## config.mk

```make
export PLATFORM = sky130hd
export DESIGN_NAME = dcff_fifo
export DESIGN_NICKNAME = d
export VERILOG_FILES = /design/src/verilog/dcff_pkg.sv /design/src/verilog/dcff_fifo.sv
export SDC_FILE = /design/constraint.sdc
export NUM_CORES = 1
export LEC_CHECK = 0
export BUFFER_PORTS_ARGS = -buffer_cell sky130_fd_sc_hd__buf_2
export CAP_MARGIN = 20
export CORE_MARGIN = 2
export CORE_UTILIZATION = 55
export CTS_BUF_LIST = sky130_fd_sc_hd__clkbuf_8
export CTS_CLUSTER_DIAMETER = 30
export DETAILED_ROUTE_END_ITERATION = 10
export GPL_ROUTABILITY_DRIVEN = 0
export PLACE_DENSITY = 0.85
export REMOVE_ABC_BUFFERS = 1
export SYNTH_ARGS = -nofsm -noshare
export SYNTH_HDL_FRONTEND = slang
export SYNTH_SLANG_ARGS = --single-unit
```

## constraint.sdc

```tcl
create_clock -name pclk -period 8.4 [get_ports pclk]
set_clock_uncertainty 0.2 [all_clocks]
set_input_delay 0.84 -clock pclk [delete_from_list [all_inputs] [get_ports pclk]]
set_output_delay 0.84 -clock pclk [all_outputs]
set_load 0.01 [all_outputs]
```

## src/verilog/dcff_pkg.sv

```systemverilog
`default_nettype none
package dcff_pkg;

  // ---------------------------------------------------------------
  // Storage geometry
  // ---------------------------------------------------------------
  localparam int DATA_W = 32;
  localparam int ADDR_W = 4;
  localparam int DEPTH  = 16;
  localparam int PTR_W  = ADDR_W + 1;
  localparam int LVL_W  = PTR_W + 1;

  localparam logic [PTR_W-1:0] DEPTH_PTR = 5'h10;
  localparam logic [LVL_W-1:0] DEPTH_LVL = 6'h10;

  // ---------------------------------------------------------------
  // APB register map (byte addresses)
  // ---------------------------------------------------------------
  localparam int APB_AW = 8;

  localparam logic [APB_AW-1:0] CTRL_OFS   = 8'h00;
  localparam logic [APB_AW-1:0] THRESH_OFS = 8'h04;
  localparam logic [APB_AW-1:0] STATUS_OFS = 8'h08;
  localparam logic [APB_AW-1:0] ERR_OFS    = 8'h0c;

  // CTRL fields
  localparam int CTRL_SYNC_BIT = 0;
  localparam int CTRL_FWFT_BIT = 1;
  // THRESH fields
  localparam int THR_AFULL_LSB  = 0;
  localparam int THR_AEMPTY_LSB = 8;
  // STATUS fields
  localparam int ST_EMPTY_BIT  = 0;
  localparam int ST_AEMPTY_BIT = 1;
  localparam int ST_FULL_BIT   = 2;
  localparam int ST_AFULL_BIT  = 3;
  localparam int ST_RLVL_LSB   = 8;
  localparam int ST_WLVL_LSB   = 16;
  // ERR fields (write one to clear)
  localparam int ERR_WR_BIT = 0;
  localparam int ERR_RD_BIT = 1;

  // ---------------------------------------------------------------
  // Reset values
  // ---------------------------------------------------------------
  localparam logic             SYNC_RST       = 1'b1;
  localparam logic             FWFT_RST       = 1'b0;
  localparam logic [LVL_W-1:0] AFULL_OFS_RST  = 6'h03;
  localparam logic [LVL_W-1:0] AEMPTY_OFS_RST = 6'h03;

  // ---------------------------------------------------------------
  // Types
  // ---------------------------------------------------------------
  typedef enum logic
  {
    OUT_EMPTY = 1'b0,
    OUT_HELD  = 1'b1
  } dcff_out_e;

  typedef struct packed
  {
    logic full;
    logic almost_full;
    logic empty;
    logic almost_empty;
    logic wr_err;
    logic rd_err;
  } dcff_flags_s;

  typedef logic [DATA_W-1:0] dcff_word_t;

endpackage
`default_nettype wire

```

## src/verilog/dcff_fifo.sv

```systemverilog
// Overview of operation
// Near-full rises after write reaching threshold
// Full rises cycle after final location written
// Write while full dropped, overflow next
// Read still served when write rejected
// Simultaneous read and write both succeed
// Near-full falls after reads exceed threshold
// No read request holds read data
// Crossing mode tolerates any clock relation
// Flags assert immediately, deassert after crossing
// Request mode: data follows read request
// Request mode: first write leaves output
// Read advances output only when nonempty
// Acknowledge mode: first word falls through
// Read acknowledges shown word, then advances
// Empty after reset and last read
// Output register adds one entry
// Crossing: empty falls two-three cycles later
// Crossing: near-empty follows in two-three cycles
// Read while empty errors, output kept
// Acknowledge read replaces shown word
// Shared clock: flags exact, no latency
// Fall-through unsupported with shared clock
// Idle cycles change nothing
//
// Implementation choices: the APB slave port and the placing of the registers.
`timescale 1ns/1ps
`default_nettype none
module dcff_fifo
  import dcff_pkg::*;
(
  input  wire logic                  pclk,     // APB and FIFO clock
  input  wire logic                  presetn,  // Async reset, active low
  input  wire logic                  clk_en,   // Freezes all state when low
  input  wire logic [APB_AW-1:0]     paddr,    // APB address
  input  wire logic                  psel,     // APB select
  input  wire logic                  penable,  // APB access phase
  input  wire logic                  pwrite,   // APB direction
  input  wire logic [31:0]           pwdata,   // APB write data
  output var  logic [31:0]           prdata,   // APB read data
  output var  logic                  pready,   // APB ready
  output var  logic                  pslverr,  // APB error on unmapped address
  input  wire logic                  wr_en,    // Write request
  input  wire dcff_pkg::dcff_word_t  wr_data,  // Write data
  input  wire logic                  rd_en,    // Read request / acknowledge
  output var  dcff_pkg::dcff_word_t  rd_data,  // Read data
  output var  dcff_pkg::dcff_flags_s flags     // Status and error flags
);
  import dcff_pkg::*;

  // ---------------------------------------------------------------
  // Helpers
  // ---------------------------------------------------------------
  function automatic logic [PTR_W-1:0] bin2gray(input logic [PTR_W-1:0] b);
    return b ^ (b >> 1);
  endfunction

  function automatic logic [PTR_W-1:0] gray2bin(input logic [PTR_W-1:0] g);
    logic [PTR_W-1:0] b;
    b = g;
    for (int i = PTR_W - 2; i >= 0; i--)
    begin
      b[i] = b[i+1] ^ g[i];
    end
    return b;
  endfunction

  function automatic logic reg_known(input logic [APB_AW-1:0] a);
    return (a == CTRL_OFS) || (a == THRESH_OFS) || (a == STATUS_OFS) || (a == ERR_OFS);
  endfunction

  // ---------------------------------------------------------------
  // Declarations
  // ---------------------------------------------------------------
  dcff_word_t       mem [DEPTH];
  logic [PTR_W-1:0] wptr_r;
  logic [PTR_W-1:0] wptr_nxt;
  logic [PTR_W-1:0] rptr_r;
  logic [PTR_W-1:0] rptr_nxt;
  logic [PTR_W-1:0] wgray_r;
  logic [PTR_W-1:0] rgray_r;
  logic [PTR_W-1:0] wsync1_r;
  logic [PTR_W-1:0] wsync2_r;
  logic [PTR_W-1:0] rsync1_r;
  logic [PTR_W-1:0] rsync2_r;
  logic [PTR_W-1:0] wptr_seen;
  logic [PTR_W-1:0] rptr_seen;
  logic [PTR_W-1:0] wused;
  logic [PTR_W-1:0] avail;
  logic [PTR_W-1:0] rstore_nxt;
  logic [LVL_W-1:0] rlevel_nxt;
  logic [LVL_W-1:0] rlevel_r;
  logic [LVL_W-1:0] wfree;
  logic [PTR_W-1:0] wused_r;
  dcff_out_e        out_st_r;
  dcff_out_e        out_st_nxt;
  dcff_word_t       rd_data_r;
  logic             full_r;
  logic             afull_r;
  logic             empty_r;
  logic             aempty_r;
  logic             wr_err_r;
  logic             rd_err_r;
  logic             wr_ok;
  logic             rd_ok;
  logic             pop;
  logic             sync_mode_r;
  logic             fwft_r;
  logic             fwft_eff;
  logic [LVL_W-1:0] afull_ofs_r;
  logic [LVL_W-1:0] aempty_ofs_r;
  logic [1:0]       err_sticky_r;
  logic [31:0]      prdata_r;
  logic             pslverr_r;
  logic             apb_setup;
  logic             apb_wr;
  logic [31:0]      rd_mux;

  // ---------------------------------------------------------------
  // Mode selection
  // ---------------------------------------------------------------
  // Fall-through only exists with the crossing path; a shared clock forces request mode
  assign fwft_eff = fwft_r & ~sync_mode_r;

  // Shared clock sees the partner pointer directly; crossing mode sees it through two flops
  assign wptr_seen = sync_mode_r ? wptr_nxt : gray2bin(wsync2_r);
  assign rptr_seen = sync_mode_r ? rptr_nxt : gray2bin(rsync2_r);

  // ---------------------------------------------------------------
  // Write side
  // ---------------------------------------------------------------
  assign wr_ok    = wr_en & ~full_r;
  assign wptr_nxt = wptr_r + {{(PTR_W-1){1'b0}}, wr_ok};
  assign wused    = wptr_nxt - rptr_seen;
  assign wfree    = DEPTH_LVL - {1'b0, wused};

  always_ff @(posedge pclk or negedge presetn)
  begin
    if (!presetn)
    begin
      wptr_r  <= '0;
      wgray_r <= '0;
    end
    else if (clk_en)
    begin
      wptr_r  <= wptr_nxt;
      wgray_r <= bin2gray(wptr_nxt);
    end
  end

  always_ff @(posedge pclk)
  begin
    if (clk_en && wr_ok)
    begin
      mem[wptr_r[ADDR_W-1:0]] <= wr_data;
    end
  end

  // Full and near-full rise from the local pointer, so assertion never waits
  always_ff @(posedge pclk or negedge presetn)
  begin
    if (!presetn)
    begin
      full_r   <= 1'b0;
      afull_r  <= 1'b0;
      wr_err_r <= 1'b0;
      wused_r  <= '0;
    end
    else if (clk_en)
    begin
      full_r   <= (wused == DEPTH_PTR);
      afull_r  <= (wfree <= afull_ofs_r);
      wr_err_r <= wr_en & full_r;
      wused_r  <= wused;
    end
  end

  // ---------------------------------------------------------------
  // Pointer crossing
  // ---------------------------------------------------------------
  // Gray pointers change one bit per step, so a torn sample is off by at most one
  always_ff @(posedge pclk or negedge presetn)
  begin
    if (!presetn)
    begin
      wsync1_r <= '0;
      wsync2_r <= '0;
      rsync1_r <= '0;
      rsync2_r <= '0;
    end
    else if (clk_en)
    begin
      wsync1_r <= wgray_r;
      wsync2_r <= wsync1_r;
      rsync1_r <= rgray_r;
      rsync2_r <= rsync1_r;
    end
  end

  // ---------------------------------------------------------------
  // Read side
  // ---------------------------------------------------------------
  assign avail = wptr_seen - rptr_r;

  always_comb
  begin
    rd_ok      = 1'b0;
    pop        = 1'b0;
    out_st_nxt = out_st_r;
    if (fwft_eff)
    begin
      case (out_st_r)
        OUT_EMPTY:
        begin
          pop = (avail != '0);
        end
        OUT_HELD:
        begin
          rd_ok = rd_en;
          pop   = rd_en & (avail != '0);
        end
        default:
        begin
          pop = 1'b0;
        end
      endcase
      if (pop)
      begin
        out_st_nxt = OUT_HELD;
      end
      else if (rd_ok)
      begin
        out_st_nxt = OUT_EMPTY;
      end
    end
    else
    begin
      rd_ok      = rd_en & ~empty_r;
      pop        = rd_ok;
      out_st_nxt = OUT_EMPTY;
    end
  end

  assign rptr_nxt   = rptr_r + {{(PTR_W-1){1'b0}}, pop};
  assign rstore_nxt = wptr_seen - rptr_nxt;
  // The output register counts as an entry in fall-through mode
  assign rlevel_nxt = {1'b0, rstore_nxt} + {{(LVL_W-1){1'b0}}, (fwft_eff && out_st_nxt == OUT_HELD)};

  always_ff @(posedge pclk or negedge presetn)
  begin
    if (!presetn)
    begin
      rptr_r   <= '0;
      rgray_r  <= '0;
      out_st_r <= OUT_EMPTY;
    end
    else if (clk_en)
    begin
      rptr_r   <= rptr_nxt;
      rgray_r  <= bin2gray(rptr_nxt);
      out_st_r <= out_st_nxt;
    end
  end

  always_ff @(posedge pclk or negedge presetn)
  begin
    if (!presetn)
    begin
      rd_data_r <= '0;
    end
    else if (clk_en && pop)
    begin
      rd_data_r <= mem[rptr_r[ADDR_W-1:0]];
    end
  end

  // Empty and near-empty rise from the local pointer; in crossing mode they only fall once the write pointer crosses
  always_ff @(posedge pclk or negedge presetn)
  begin
    if (!presetn)
    begin
      empty_r  <= 1'b1;
      aempty_r <= 1'b1;
      rd_err_r <= 1'b0;
      rlevel_r <= '0;
    end
    else if (clk_en)
    begin
      empty_r  <= fwft_eff ? (out_st_nxt == OUT_EMPTY) : (rstore_nxt == '0);
      aempty_r <= (rlevel_nxt <= aempty_ofs_r);
      rd_err_r <= rd_en & ~rd_ok;
      rlevel_r <= rlevel_nxt;
    end
  end

  assign rd_data             = rd_data_r;
  assign flags.full          = full_r;
  assign flags.almost_full   = afull_r;
  assign flags.empty         = empty_r;
  assign flags.almost_empty  = aempty_r;
  assign flags.wr_err        = wr_err_r;
  assign flags.rd_err        = rd_err_r;

  // ---------------------------------------------------------------
  // APB slave
  // ---------------------------------------------------------------
  // Read data is captured in the setup cycle so the access phase waits only while clk_en is low
  assign apb_setup = psel & ~penable;
  assign apb_wr    = psel & penable & pwrite & clk_en;
  assign pready    = clk_en;
  assign prdata    = prdata_r;
  assign pslverr   = pslverr_r;

  always_comb
  begin
    rd_mux = '0;
    case (paddr)
      CTRL_OFS:
      begin
        rd_mux[CTRL_SYNC_BIT] = sync_mode_r;
        rd_mux[CTRL_FWFT_BIT] = fwft_r;
      end
      THRESH_OFS:
      begin
        rd_mux[THR_AFULL_LSB +: LVL_W]  = afull_ofs_r;
        rd_mux[THR_AEMPTY_LSB +: LVL_W] = aempty_ofs_r;
      end
      STATUS_OFS:
      begin
        rd_mux[ST_EMPTY_BIT]           = empty_r;
        rd_mux[ST_AEMPTY_BIT]          = aempty_r;
        rd_mux[ST_FULL_BIT]            = full_r;
        rd_mux[ST_AFULL_BIT]           = afull_r;
        rd_mux[ST_RLVL_LSB +: LVL_W]   = rlevel_r;
        rd_mux[ST_WLVL_LSB +: PTR_W]   = wused_r;
      end
      ERR_OFS:
      begin
        rd_mux[ERR_WR_BIT] = err_sticky_r[ERR_WR_BIT];
        rd_mux[ERR_RD_BIT] = err_sticky_r[ERR_RD_BIT];
      end
      default:
      begin
        rd_mux = '0;
      end
    endcase
  end

  always_ff @(posedge pclk or negedge presetn)
  begin
    if (!presetn)
    begin
      prdata_r  <= '0;
      pslverr_r <= 1'b0;
    end
    else if (clk_en && apb_setup)
    begin
      prdata_r  <= pwrite ? 32'h0000_0000 : rd_mux;
      pslverr_r <= ~reg_known(paddr);
    end
  end

  // Changing mode with words stored scrambles the flags; reconfigure only while idle and empty
  always_ff @(posedge pclk or negedge presetn)
  begin
    if (!presetn)
    begin
      sync_mode_r  <= SYNC_RST;
      fwft_r       <= FWFT_RST;
      afull_ofs_r  <= AFULL_OFS_RST;
      aempty_ofs_r <= AEMPTY_OFS_RST;
    end
    else if (apb_wr && paddr == CTRL_OFS)
    begin
      sync_mode_r <= pwdata[CTRL_SYNC_BIT];
      fwft_r      <= pwdata[CTRL_FWFT_BIT];
    end
    else if (apb_wr && paddr == THRESH_OFS)
    begin
      afull_ofs_r  <= pwdata[THR_AFULL_LSB +: LVL_W];
      aempty_ofs_r <= pwdata[THR_AEMPTY_LSB +: LVL_W];
    end
  end

  // Sticky error copies: a new error in the clearing cycle survives the clear
  always_ff @(posedge pclk or negedge presetn)
  begin
    if (!presetn)
    begin
      err_sticky_r <= '0;
    end
    else if (clk_en)
    begin
      err_sticky_r[ERR_WR_BIT] <= (err_sticky_r[ERR_WR_BIT] & ~(apb_wr && paddr == ERR_OFS && pwdata[ERR_WR_BIT]))
                                  | (wr_en & full_r);
      err_sticky_r[ERR_RD_BIT] <= (err_sticky_r[ERR_RD_BIT] & ~(apb_wr && paddr == ERR_OFS && pwdata[ERR_RD_BIT]))
                                  | (rd_en & ~rd_ok);
    end
  end

endmodule
`default_nettype wire

```

======== Word level (Yosys, flattened, before mapping) ========
Memory sizes are Yosys's and may differ from the RTL's. A register that Yosys moved wholly into a read port is not among the register bits.
Index checks and enable logic that the tools add are counted.
operators by class
  $add $sub $neg .......................... 7
  multiply operators ...................... 0
  div/mod/pow operators ................... 0
  magnitude comparators ................... 2
  eq/ne operators ......................... 4
  shifts and indexed selects .............. 0
  mux-type cells .......................... 20
  bitwise operators ....................... 35
  reduce and logical (&&, ||, !) cells .... 17
operators with widths
  cell                                                                    count
  21-bit two-way mux                                                      1
  8-bit by 4-bit equality test with 1-bit output (second input constant)  2
  5-bit two-way mux                                                       3
  5-bit subtractor                                                        3
  1-bit bitwise AND                                                       12
  6-bit <= comparator                                                     2
  6-bit case mux with 2 select lines                                      1
  1-bit two-way mux                                                       11
  1-bit inverter                                                          11
  5-bit by 1-bit adder with 5-bit output                                  2
  5-bit by 4-bit XOR with 5-bit output                                    2
  1-bit logical AND                                                       9
  8-bit by 3-bit equality test with 1-bit output (second input constant)  1
  8-bit logical NOT                                                       1
  2-bit case mux with 4 select lines                                      1
  1-bit XOR                                                               8
  5-bit by 1-bit adder with 6-bit output                                  1
  5-bit by 5-bit subtractor with 6-bit output (first input constant)      1
  5-bit equality test (second input constant)                             1
  5-bit logical NOT                                                       1
  5-bit nonzero test                                                      1
  2-bit case mux with 2 select lines                                      1
  1-bit logical OR                                                        3
  2-bit two-way mux                                                       1
  4 further kinds                                                         5
word-level totals
  register bits after elaboration ......... 107
  latch bits .............................. 0
  RAM bits ................................ 512
  bits in read-only memories .............. 0
  bits of input ports ..................... 80
  output and inout bits ................... 72
  logic and storage cells ................. 110
  memories kept ........................... 1
memories
  memory  depth  bits a word  rd ports  clocked after memory_dff  wr ports  RTL line         RTL
  mem     16     32           1         1                         1         dcff_fifo.sv:75  dcff_word_t mem [DEPTH];

======== Longest topological paths before layout ========
Gate-level depths: netlist (run 1).
  depth after elaboration ................. 16
  gate-level depth with buffers ........... 29
  gate-level depth less buffers ........... 29

======== Least setup slack after synthesis (run 1) ========
No wires, ideal clock.
  path kind ............................... input -> register
  start point ............................. in wr_en
  end point ............................... reg afull_r
  library setup time ...................... 82 ps
  arrival time ............................ 6,192 ps
  data required time ...................... 8,118 ps
  path slack .............................. 1,926 ps
  stages on the path ...................... 28
  cells stage by stage .................... nor2b_1 -> ha_1 -> ha_1 -> xor2_1 -> nand2_1 -> o21ai_0 -> ha_1 -> a21oi_1 -> nand2_1 -> or3_1 -> mux2i_1 -> a21oi_1 -> ha_1 -> ha_1 -> xnor2_1 -> mux2_2 -> ha_1 -> a21o_1 -> a21oi_1 -> xor2_1 -> xnor2_1 -> inv_1 -> ha_1 -> ha_1 -> a21o_1 -> a21oi_1 -> nand2_1 -> a31oi_1
on the way
  cells in the longest elaborated chain, start to end .. 14
RTL lines
  what                                             RTL line                            RTL
  start: declaration                               dcff_fifo.sv:43                     input wire logic wr_en,
  1-bit bitwise AND (*)                            dcff_fifo.sv:132                    assign wr_ok = wr_en & ~full_r;
  5-bit by 1-bit adder with 5-bit output (*)       dcff_fifo.sv:133                    assign wptr_nxt = wptr_r + {{(PTR_W-1){1'b0}}, wr_ok};
  net wptr_nxt[2]                                  dcff_fifo.sv:77                     logic [PTR_W-1:0] wptr_nxt;
  5-bit two-way mux                                dcff_fifo.sv:126                    assign wptr_seen = sync_mode_r ? wptr_nxt : gray2bin(wsync2_r);
  5-bit subtractor                                 dcff_fifo.sv:203                    assign avail = wptr_seen - rptr_r;
  5-bit nonzero test                               dcff_fifo.sv:215, dcff_fifo.sv:220
  1-bit bitwise AND                                dcff_fifo.sv:220                    pop = rd_en & (avail != '0);
  1-bit case mux with 2 select lines               dcff_fifo.sv:212                    case (out_st_r)
  1-bit two-way mux (2 in series)                  dcff_fifo.sv:210                    if (fwft_eff)
  5-bit by 1-bit adder with 5-bit output           dcff_fifo.sv:244                    assign rptr_nxt = rptr_r + {{(PTR_W-1){1'b0}}, pop};
  5-bit two-way mux                                dcff_fifo.sv:127                    assign rptr_seen = sync_mode_r ? rptr_nxt : gray2bin(rsync2_r);
  5-bit subtractor (*)                             dcff_fifo.sv:134                    assign wused = wptr_nxt - rptr_seen;
  net wused[4]                                     dcff_fifo.sv:88                     logic [PTR_W-1:0] wused;
  5-bit by 5-bit subtractor with 6-bit output (*)  dcff_fifo.sv:135                    assign wfree = DEPTH_LVL - {1'b0, wused};
  6-bit <= comparator (*)                          dcff_fifo.sv:172                    afull_r <= (wfree <= afull_ofs_r);
  end signal: assignment                           dcff_fifo.sv:172
  end: declaration                                 dcff_fifo.sv:99                     logic afull_r;
The timed path passes the listed nets; every way through them passes the cells marked *. The select of a mux whose other input is x is not followed.
A chain may end at the register's enable or synchronous reset.

======== Final worst setup path (run 1) ========
  start point ............................. reg full_r
  end point ............................... reg afull_r
on the way
  cells in the longest elaborated chain, start to end .. 15
RTL lines
  what                                             RTL line                            RTL
  start: declaration                               dcff_fifo.sv:98                     logic full_r;
  start signal: assignment                         dcff_fifo.sv:171                    full_r <= (wused == DEPTH_PTR);
  1-bit inverter (*)                               dcff_fifo.sv:132
  1-bit bitwise AND (*)                            dcff_fifo.sv:132
  5-bit by 1-bit adder with 5-bit output (*)       dcff_fifo.sv:133
  net wptr_nxt[2]                                  dcff_fifo.sv:77
  5-bit two-way mux                                dcff_fifo.sv:126
  5-bit subtractor                                 dcff_fifo.sv:203
  5-bit nonzero test                               dcff_fifo.sv:215, dcff_fifo.sv:220
  1-bit bitwise AND                                dcff_fifo.sv:220
  1-bit case mux with 2 select lines               dcff_fifo.sv:212
  1-bit two-way mux (2 in series)                  dcff_fifo.sv:210
  5-bit by 1-bit adder with 5-bit output           dcff_fifo.sv:244
  5-bit two-way mux                                dcff_fifo.sv:127
  5-bit subtractor (*)                             dcff_fifo.sv:134
  net wused[4]                                     dcff_fifo.sv:88
  5-bit by 5-bit subtractor with 6-bit output (*)  dcff_fifo.sv:135
  6-bit <= comparator (*)                          dcff_fifo.sv:172
Marked as above.

==> results.toml, run 1 <==
[power_and_ir_drop]
pwr-share-clk_pct = 26.7
peakVddDrop_mv = 0.339
power.density_nw_per_um2 = 376
p_seq_share_pct = 36.9
p_int_w = 0.00743
power.static_leakage_nw = 10.5
power.switching_w = 0.00357
share_comb_of_total_power_pct = 36.4
swShare_pct = 32.4

[timing]
rsz0062_at_grt = "no"
slew_viol_final = 0
max_freq_ghz = 0.142
timing.final.crit_period_ns = 7.03
tightest_slew_ns = 1.03
period_share_pct = 83.7
hold_viol = 0
finalSetupViolations = 0
slew_headroom_pct = 30.7
setup_ws_ns = 1.37

[drt]
final_antenna_net_count = 0
drc = 0
routed_wl_um = 54700
detail_route.wl_per_cell_um = 25.3
viasPerCell = 5.94
num_vias = 12817
first_iter_violations = 1375
first_pass_iters = 6

[placement]
place_area_um2 = 26900
dp_hpwl_um = 29900
portBuffers = 116
pre_cts_slack_ns = 0.936

[worst_setup_path]
cp_common_cell = "ha_1"
worstSetupStartpointType = "register"
critPathLaunch = "full_r$_DFFE_PN0P_"
cp.required_ns = 8.81
rr_startpoint = "full_r$_DFFE_PN0P_"
max_stage_delay_ns = 0.42
r2r_cells = 28
cp.arrival_ns = 7.44
path_class = "reg2reg"
slowest_stage = "dfrtp_1"
cp_max_fo = 5
end_kind = "register"
rr_endpoint = "afull_r$_DFFE_PN0P_"
reg2reg_slack_ns = 1.37

[floorplan]
floorplan.core_area_um2 = 46300
pin_count = 152
die_h_um = 220
row_count = 79
die_area_um2 = 48300
die_w_um = 220
initial_core_util_pct = 55.4

[synthesis]
synth_most_common_cell = "edfxtp_1"
ys_top_cells_by_area = "edfxtp_1 60%, mux4_2 14%, dfrtp_1 11%"
async_reset_ff_share_pct = 19.2
synthFlopType = "edfxtp_1"
synth_area_um2 = 25600
synth_top_area_share_pct = 60.0
ys_warn_count = 0
synth_seq_cells = 634
yosysTopAreaCell = "edfxtp_1"
netlist_instances = 1270
synth-edff-count = 512
synth_seq_area_share_pct = 72.0
synth_area_per_cell_um2 = 20.2
yosys-top-cells-count = "512 x edfxtp_1, 162 x mux4_2, 115 x dfrtp_1"
synth_cell_type_count = 49

[global_route]
grt_usage_pct = 23.4
gr-total-overflow = 0
grt_max_degree = 106
grt_pass1_vias = 13575
grt_pass1_wl_um = 81500
antenna_found_initial = 8

[hold_path]
worstHoldStart = "pwdata[2]"
min_path_type = "in2reg"
min_to = "afull_ofs_r[2]$_DFFE_PN0P_"
worstHoldPathCells = 2

[clock_tree]
clock_path_buffers = 3
numCtsBuffers = 107
post_cts_buffers = 0
htreeDepth = 3
clk_latency_ns = 0.71
path_clk_slew_ns = 0.06
cts_root_buffer = "clkbuf_8"
cts_tree = "done"
cts_num_sinks = 634

[cells_and_area]
final.fill_count = 2997
syn_to_final_growth_pct = 14.3
design_area_um2 = 29300
final_util_pct = 63.3
nets = 1567
drive_above_1_share_pct = 37.6

[run]
drv_cap = 0

[run_status]
status = "complete, no violations"
state kept, by name, summed over array words and instances (netlist names), 2 cells and up:
| name | cells |
|---|---|
| mem | 512 |
| rd_data | 32 |
| prdata | 17 |
| aempty_ofs_r | 6 |
| afull_ofs_r | 6 |
| rlevel_r | 6 |
| rptr_r | 5 |
| rsync1_r | 5 |
| rsync2_r | 5 |
| wptr_r | 5 |
| wsync1_r | 5 |
| wsync2_r | 5 |
| wused_r | 5 |
| rgray_r | 4 |
| wgray_r | 4 |
| err_sticky_r | 2 |
cells by family (layout without fill, tap and decap cells):
logic type / count (synthesis) / count (layout) / share of synthesized area, %
buffers and inverters: 119 / 382 / 2.30
AND/OR/NAND/NOR: 130 / 130 / 2.46
AO/OA/AOI/OAI: 66 / 66 / 1.78
XOR/XNOR: 42 / 42 / 1.44
adder cells (fa/ha/maj): 34 / 34 / 1.72
multiplexers: 244 / 244 / 18.3
other: 1 / 19 / 0.0146
flip-flops: 634 / 634 / 72.0
power groups by stage:
| stage | clock, W | sequential (W) | combinational, W |
|---|---|---|---|
| finish | 0.00293 | 0.00406 | 0.00400 |
| global route | 0.00312 | 0.00410 | 0.00445 |
| CTS | 0.00298 | 0.00406 | 0.00403 |
| detailed placement | 0 | 0.00411 | 0.00400 |
| global placement | 0 | 0.00409 | 0.00382 |
| floorplan | 0 | 0.00422 | 0.00299 |
how the worst max path moves through the flow:
stage / endpoint / cells past startpoint
final: afull_r$_DFFE_PN0P_ / 28
after global routing: afull_r$_DFFE_PN0P_ / 28
after CTS: afull_r$_DFFE_PN0P_ / 28
after detailed placement: afull_r$_DFFE_PN0P_ / 29
after global placement: afull_r$_DFFE_PN0P_ / 29
after floorplan: afull_r$_DFFE_PN0P_ / 22
worst max-delay path, delay by kind of cell (launching register included):
family,cells,cell delay (ns)
XOR/XNOR,4,1.19
AO/OA/AOI/OAI,8,1.25
multiplexers,2,0.64
buffers and inverters,1,0.08
adder cells (fa/ha/maj),8,2.19
flip-flops,1,0.42
AND/OR/NAND/NOR,5,0.96
metrics by stage:
| step | setup TNS (ns) | power (W) | std cells | hold slack [ns] |
|---|---|---|---|---|
| finish | 0 | 0.0110 | 2158 | 0.193 |
| global route | 0 | 0.0117 | 2157 | 0.157 |
| CTS | 0 | 0.0111 | 2153 | 0.134 |
| detailed placement | 0 | 0.00812 | 1949 | 0.267 |
| global placement | 0 | 0.00790 | 1949 | 0.258 |
| floorplan | -4.46 | 0.00721 | 1200 | 0.240 |
cell usage in the layout, fill, tap and decap left out, drive strengths merged, types with 3 or more instances in the layout:
cell type,synthesis,final
edfxtp,512,512
mux4,162,162
buf,52,143
clkbuf,32,115
dfrtp,115,115
mux2,80,80
inv,35,64
nor2,42,42
clkinv,0,37
nand2,33,33
ha,32,32
xnor2,26,26
a21oi,22,22
xor2,16,16
o21ai,15,15
conb,1,15
bufinv,0,12
nand4,11,11
nand3,10,10
clkinvlp,0,10
a222oi,8,8
nor2b,7,7
a22o,7,7
dfstp,7,7
a21o,5,5
nor3,5,5
diode,0,4
nand2b,4,4
and3,4,4
a31oi,3,3
nand3b,3,3
per-layer routing:
| layer | GRT usage (%) | wire length (µm) |
|---|---|---|
| met1 | 29.5 | 20400 |
| met2 | 38.7 | 27900 |
| met3 | 5.87 | 4630 |
| met4 | 10.3 | 1760 |
| met5 | 0 | 57 |
what timing repair did:
item,CTS,global route
resized for setup,0,0
hold buffers,1,0
hold endpoints to repair,54,0
final cells by class:
class / instances / area (µm²) / area share, %
Antenna cell: 4 / 10.0 / 0.0342
Clock buffer: 115 / 1580 / 5.41
Clock inverter: 88 / 774 / 2.65
Inverter: 35 / 131 / 0.449
Multi-Input combinational cell: 531 / 6750 / 23.1
Sequential cell: 634 / 18400 / 63.0
Tap cell: 607 / 759 / 2.59
Timing Repair Buffer: 144 / 816 / 2.79
(Power assumes the default switching activity.)
==> inputs of run 2 (changes only) <==
- clock period: 8.4 -> 6.6 ns (I/O delays scaled with it)
==> results.toml, run 2 (synthesized netlist as in run 1, its figures left out) <==
[timing]
finalSetupViolations = 0
setup_ws_ns = 0.450
period_share_pct = 93.2
setup_tns_ns = 0
max_freq_ghz = 0.163
slew_viol_final = 0
timing.final.crit_period_ns = 6.15
hold_viol = 0
slew_headroom_pct = 25.6
tightest_slew_ns = 1.11

[worst_setup_path]
worstSetupStartpointType = "register"
slowest_stage = "dfrtp_1"
cp_max_fo = 5
path_class = "reg2reg"
cp_common_cell = "ha_1"
max_stage_delay_ns = 0.43
end_kind = "register"
cp.arrival_ns = 6.54
cp.required_ns = 6.99

[cells_and_area]
regArea_um2 = 18400
final_cell_mix = "512 x edfxtp_1, 162 x mux4_2, 119 x clkbuf_8"
stdcell_count = 2183
drive_above_1_share_pct = 37.7
mostFrequentLayoutCell = "edfxtp_1"
final.fill_count = 2999
largest_reg_flops = 512
multi_input_area_um2 = 6760
syn_to_final_growth_pct = 14.8
nets = 1593

[global_route]
grt_usage_pct = 23.2
antenna_found_initial = 6
gr-total-overflow = 0
grt_pass1_vias = 13685
grt_max_degree = 119
grt_pass1_wl_um = 81200

[power_and_ir_drop]
power.density_nw_per_um2 = 473
p_total_w = 0.0139
power.static_leakage_nw = 10.6
peakVddDrop_mv = 0.385

[clock_tree]
path_clk_slew_ns = 0.06
clk_latency_ns = 0.70
cts_tree = "done"
cts_num_sinks = 634
post_cts_buffers = 0
numCtsBuffers = 110
htreeDepth = 3
clock_path_buffers = 3
cts_root_buffer = "clkbuf_8"

[placement]
dp_cells = 1962
pre_cts_slack_ns = 0.0605
portBuffers = 116
dp_hpwl_um = 29900

[drt]
detail_route.wl_per_cell_um = 24.7
drc = 0
final_antenna_net_count = 0
num_vias = 12904
viasPerCell = 5.91
first_pass_iters = 5
first_iter_violations = 1310
routed_wl_um = 53900

[floorplan]
pin_count = 152
die_w_um = 220
row_count = 79
floorplan.core_area_um2 = 46300
die_area_um2 = 48300
die_h_um = 220
initial_core_util_pct = 55.4

[run_status]
status = "complete, no violations"

[run]
drv_cap = 0

[hold_path]
min_path_type = "in2reg"
run 2: cell types whose count changed in the layout (fill, tap and decap cells not counted), moves of 2 or more:
| cell | previous run | this run |
|---|---|---|
| buf_4 | 25 | 38 |
| bufinv_16 | 12 | 7 |
| clkbuf_8 | 115 | 119 |
| clkinvlp_4 | 10 | 8 |
| diode_2 | 4 | 2 |
| dlygate4sd3_1 | 1 | 11 |
| inv_1 | 59 | 68 |
| inv_12 | 0 | 2 |
| inv_8 | 2 | 0 |
run 2: routing by layer:
layer  vias up  share of wire (%)  GRT usage, %  wire length (µm)
met2       652                 51          38.7             27600
li1       5523                  -             -                 -
met1      6589                 37          29.6             20000
met4         6                3.0          9.24              1630
met5         -              0.067             0                36
met3       134                8.6          5.44              4660
run 2: final timing paths:
kind / slack [ns] / from / depth (start not counted) / endpoint
max: 0.45 / full_r$_DFFE_PN0P_ / 28 / afull_r$_DFFE_PN0P_
max reg2reg: 0.45 / full_r$_DFFE_PN0P_ / 28 / afull_r$_DFFE_PN0P_
max in group asynchronous: 4.46 / presetn / 3 / rptr_r[0]$_DFFE_PN0P_
min reg2reg: 0.28 / err_sticky_r[0]$_DFFE_PN0P_ / 2 / err_sticky_r[0]$_DFFE_PN0P_
min: 0.08 / pwdata[0] / 2 / afull_ofs_r[0]$_DFFE_PN1P_
min in group asynchronous: 0.36 / presetn / 2 / rlevel_r[4]$_DFFE_PN0P_
run 2: cell type report:
| type | count | share of cell area, % |
|---|---|---|
| Timing Repair Buffer | 167 | 3.45 |
| Antenna cell | 2 | 0.0170 |
| Multi-Input combinational cell | 531 | 23.0 |
| Tap cell | 607 | 2.58 |
| Sequential cell | 634 | 62.8 |
| Clock inverter | 88 | 2.18 |
| Clock buffer | 119 | 5.57 |
| Inverter | 35 | 0.447 |
run 2: critical path: cells and delay by family, from the launching register on:
kind,cells,cell delay [ns]
simple gates,5,0.77
buf+inv,1,0.08
mux,2,0.47
xor+xnor,4,0.73
flops,1,0.43
fa+ha+maj,8,2.17
compound gates,8,1.24
run 2: timing repair:
| item | 4_1_cts | 5_1_grt |
|---|---|---|
| gates resized for setup | 0 | 2 |
| endpoints found under the hold margin | 73 | 0 |
| hold buffers | 11 | 0 |
| setup endpoints to repair | 0 | 1 |
run 2: through the flow:
stage	instance area (µm²)	hold slack [ns]	util (%)
floorplan	25200	0.164	-
global placement	27000	0.259	58.3
detailed placement	27000	0.265	58.3
CTS	29400	0.0264	63.5
global route	29400	0.0488	63.5
finish	29400	0.0818	63.5
run 2: power breakdown:
group          total [W]  internal (W)  switching, W
Sequential       0.00506       0.00478      0.000278
Clock            0.00356       0.00197       0.00160
Combinational    0.00529       0.00263       0.00266
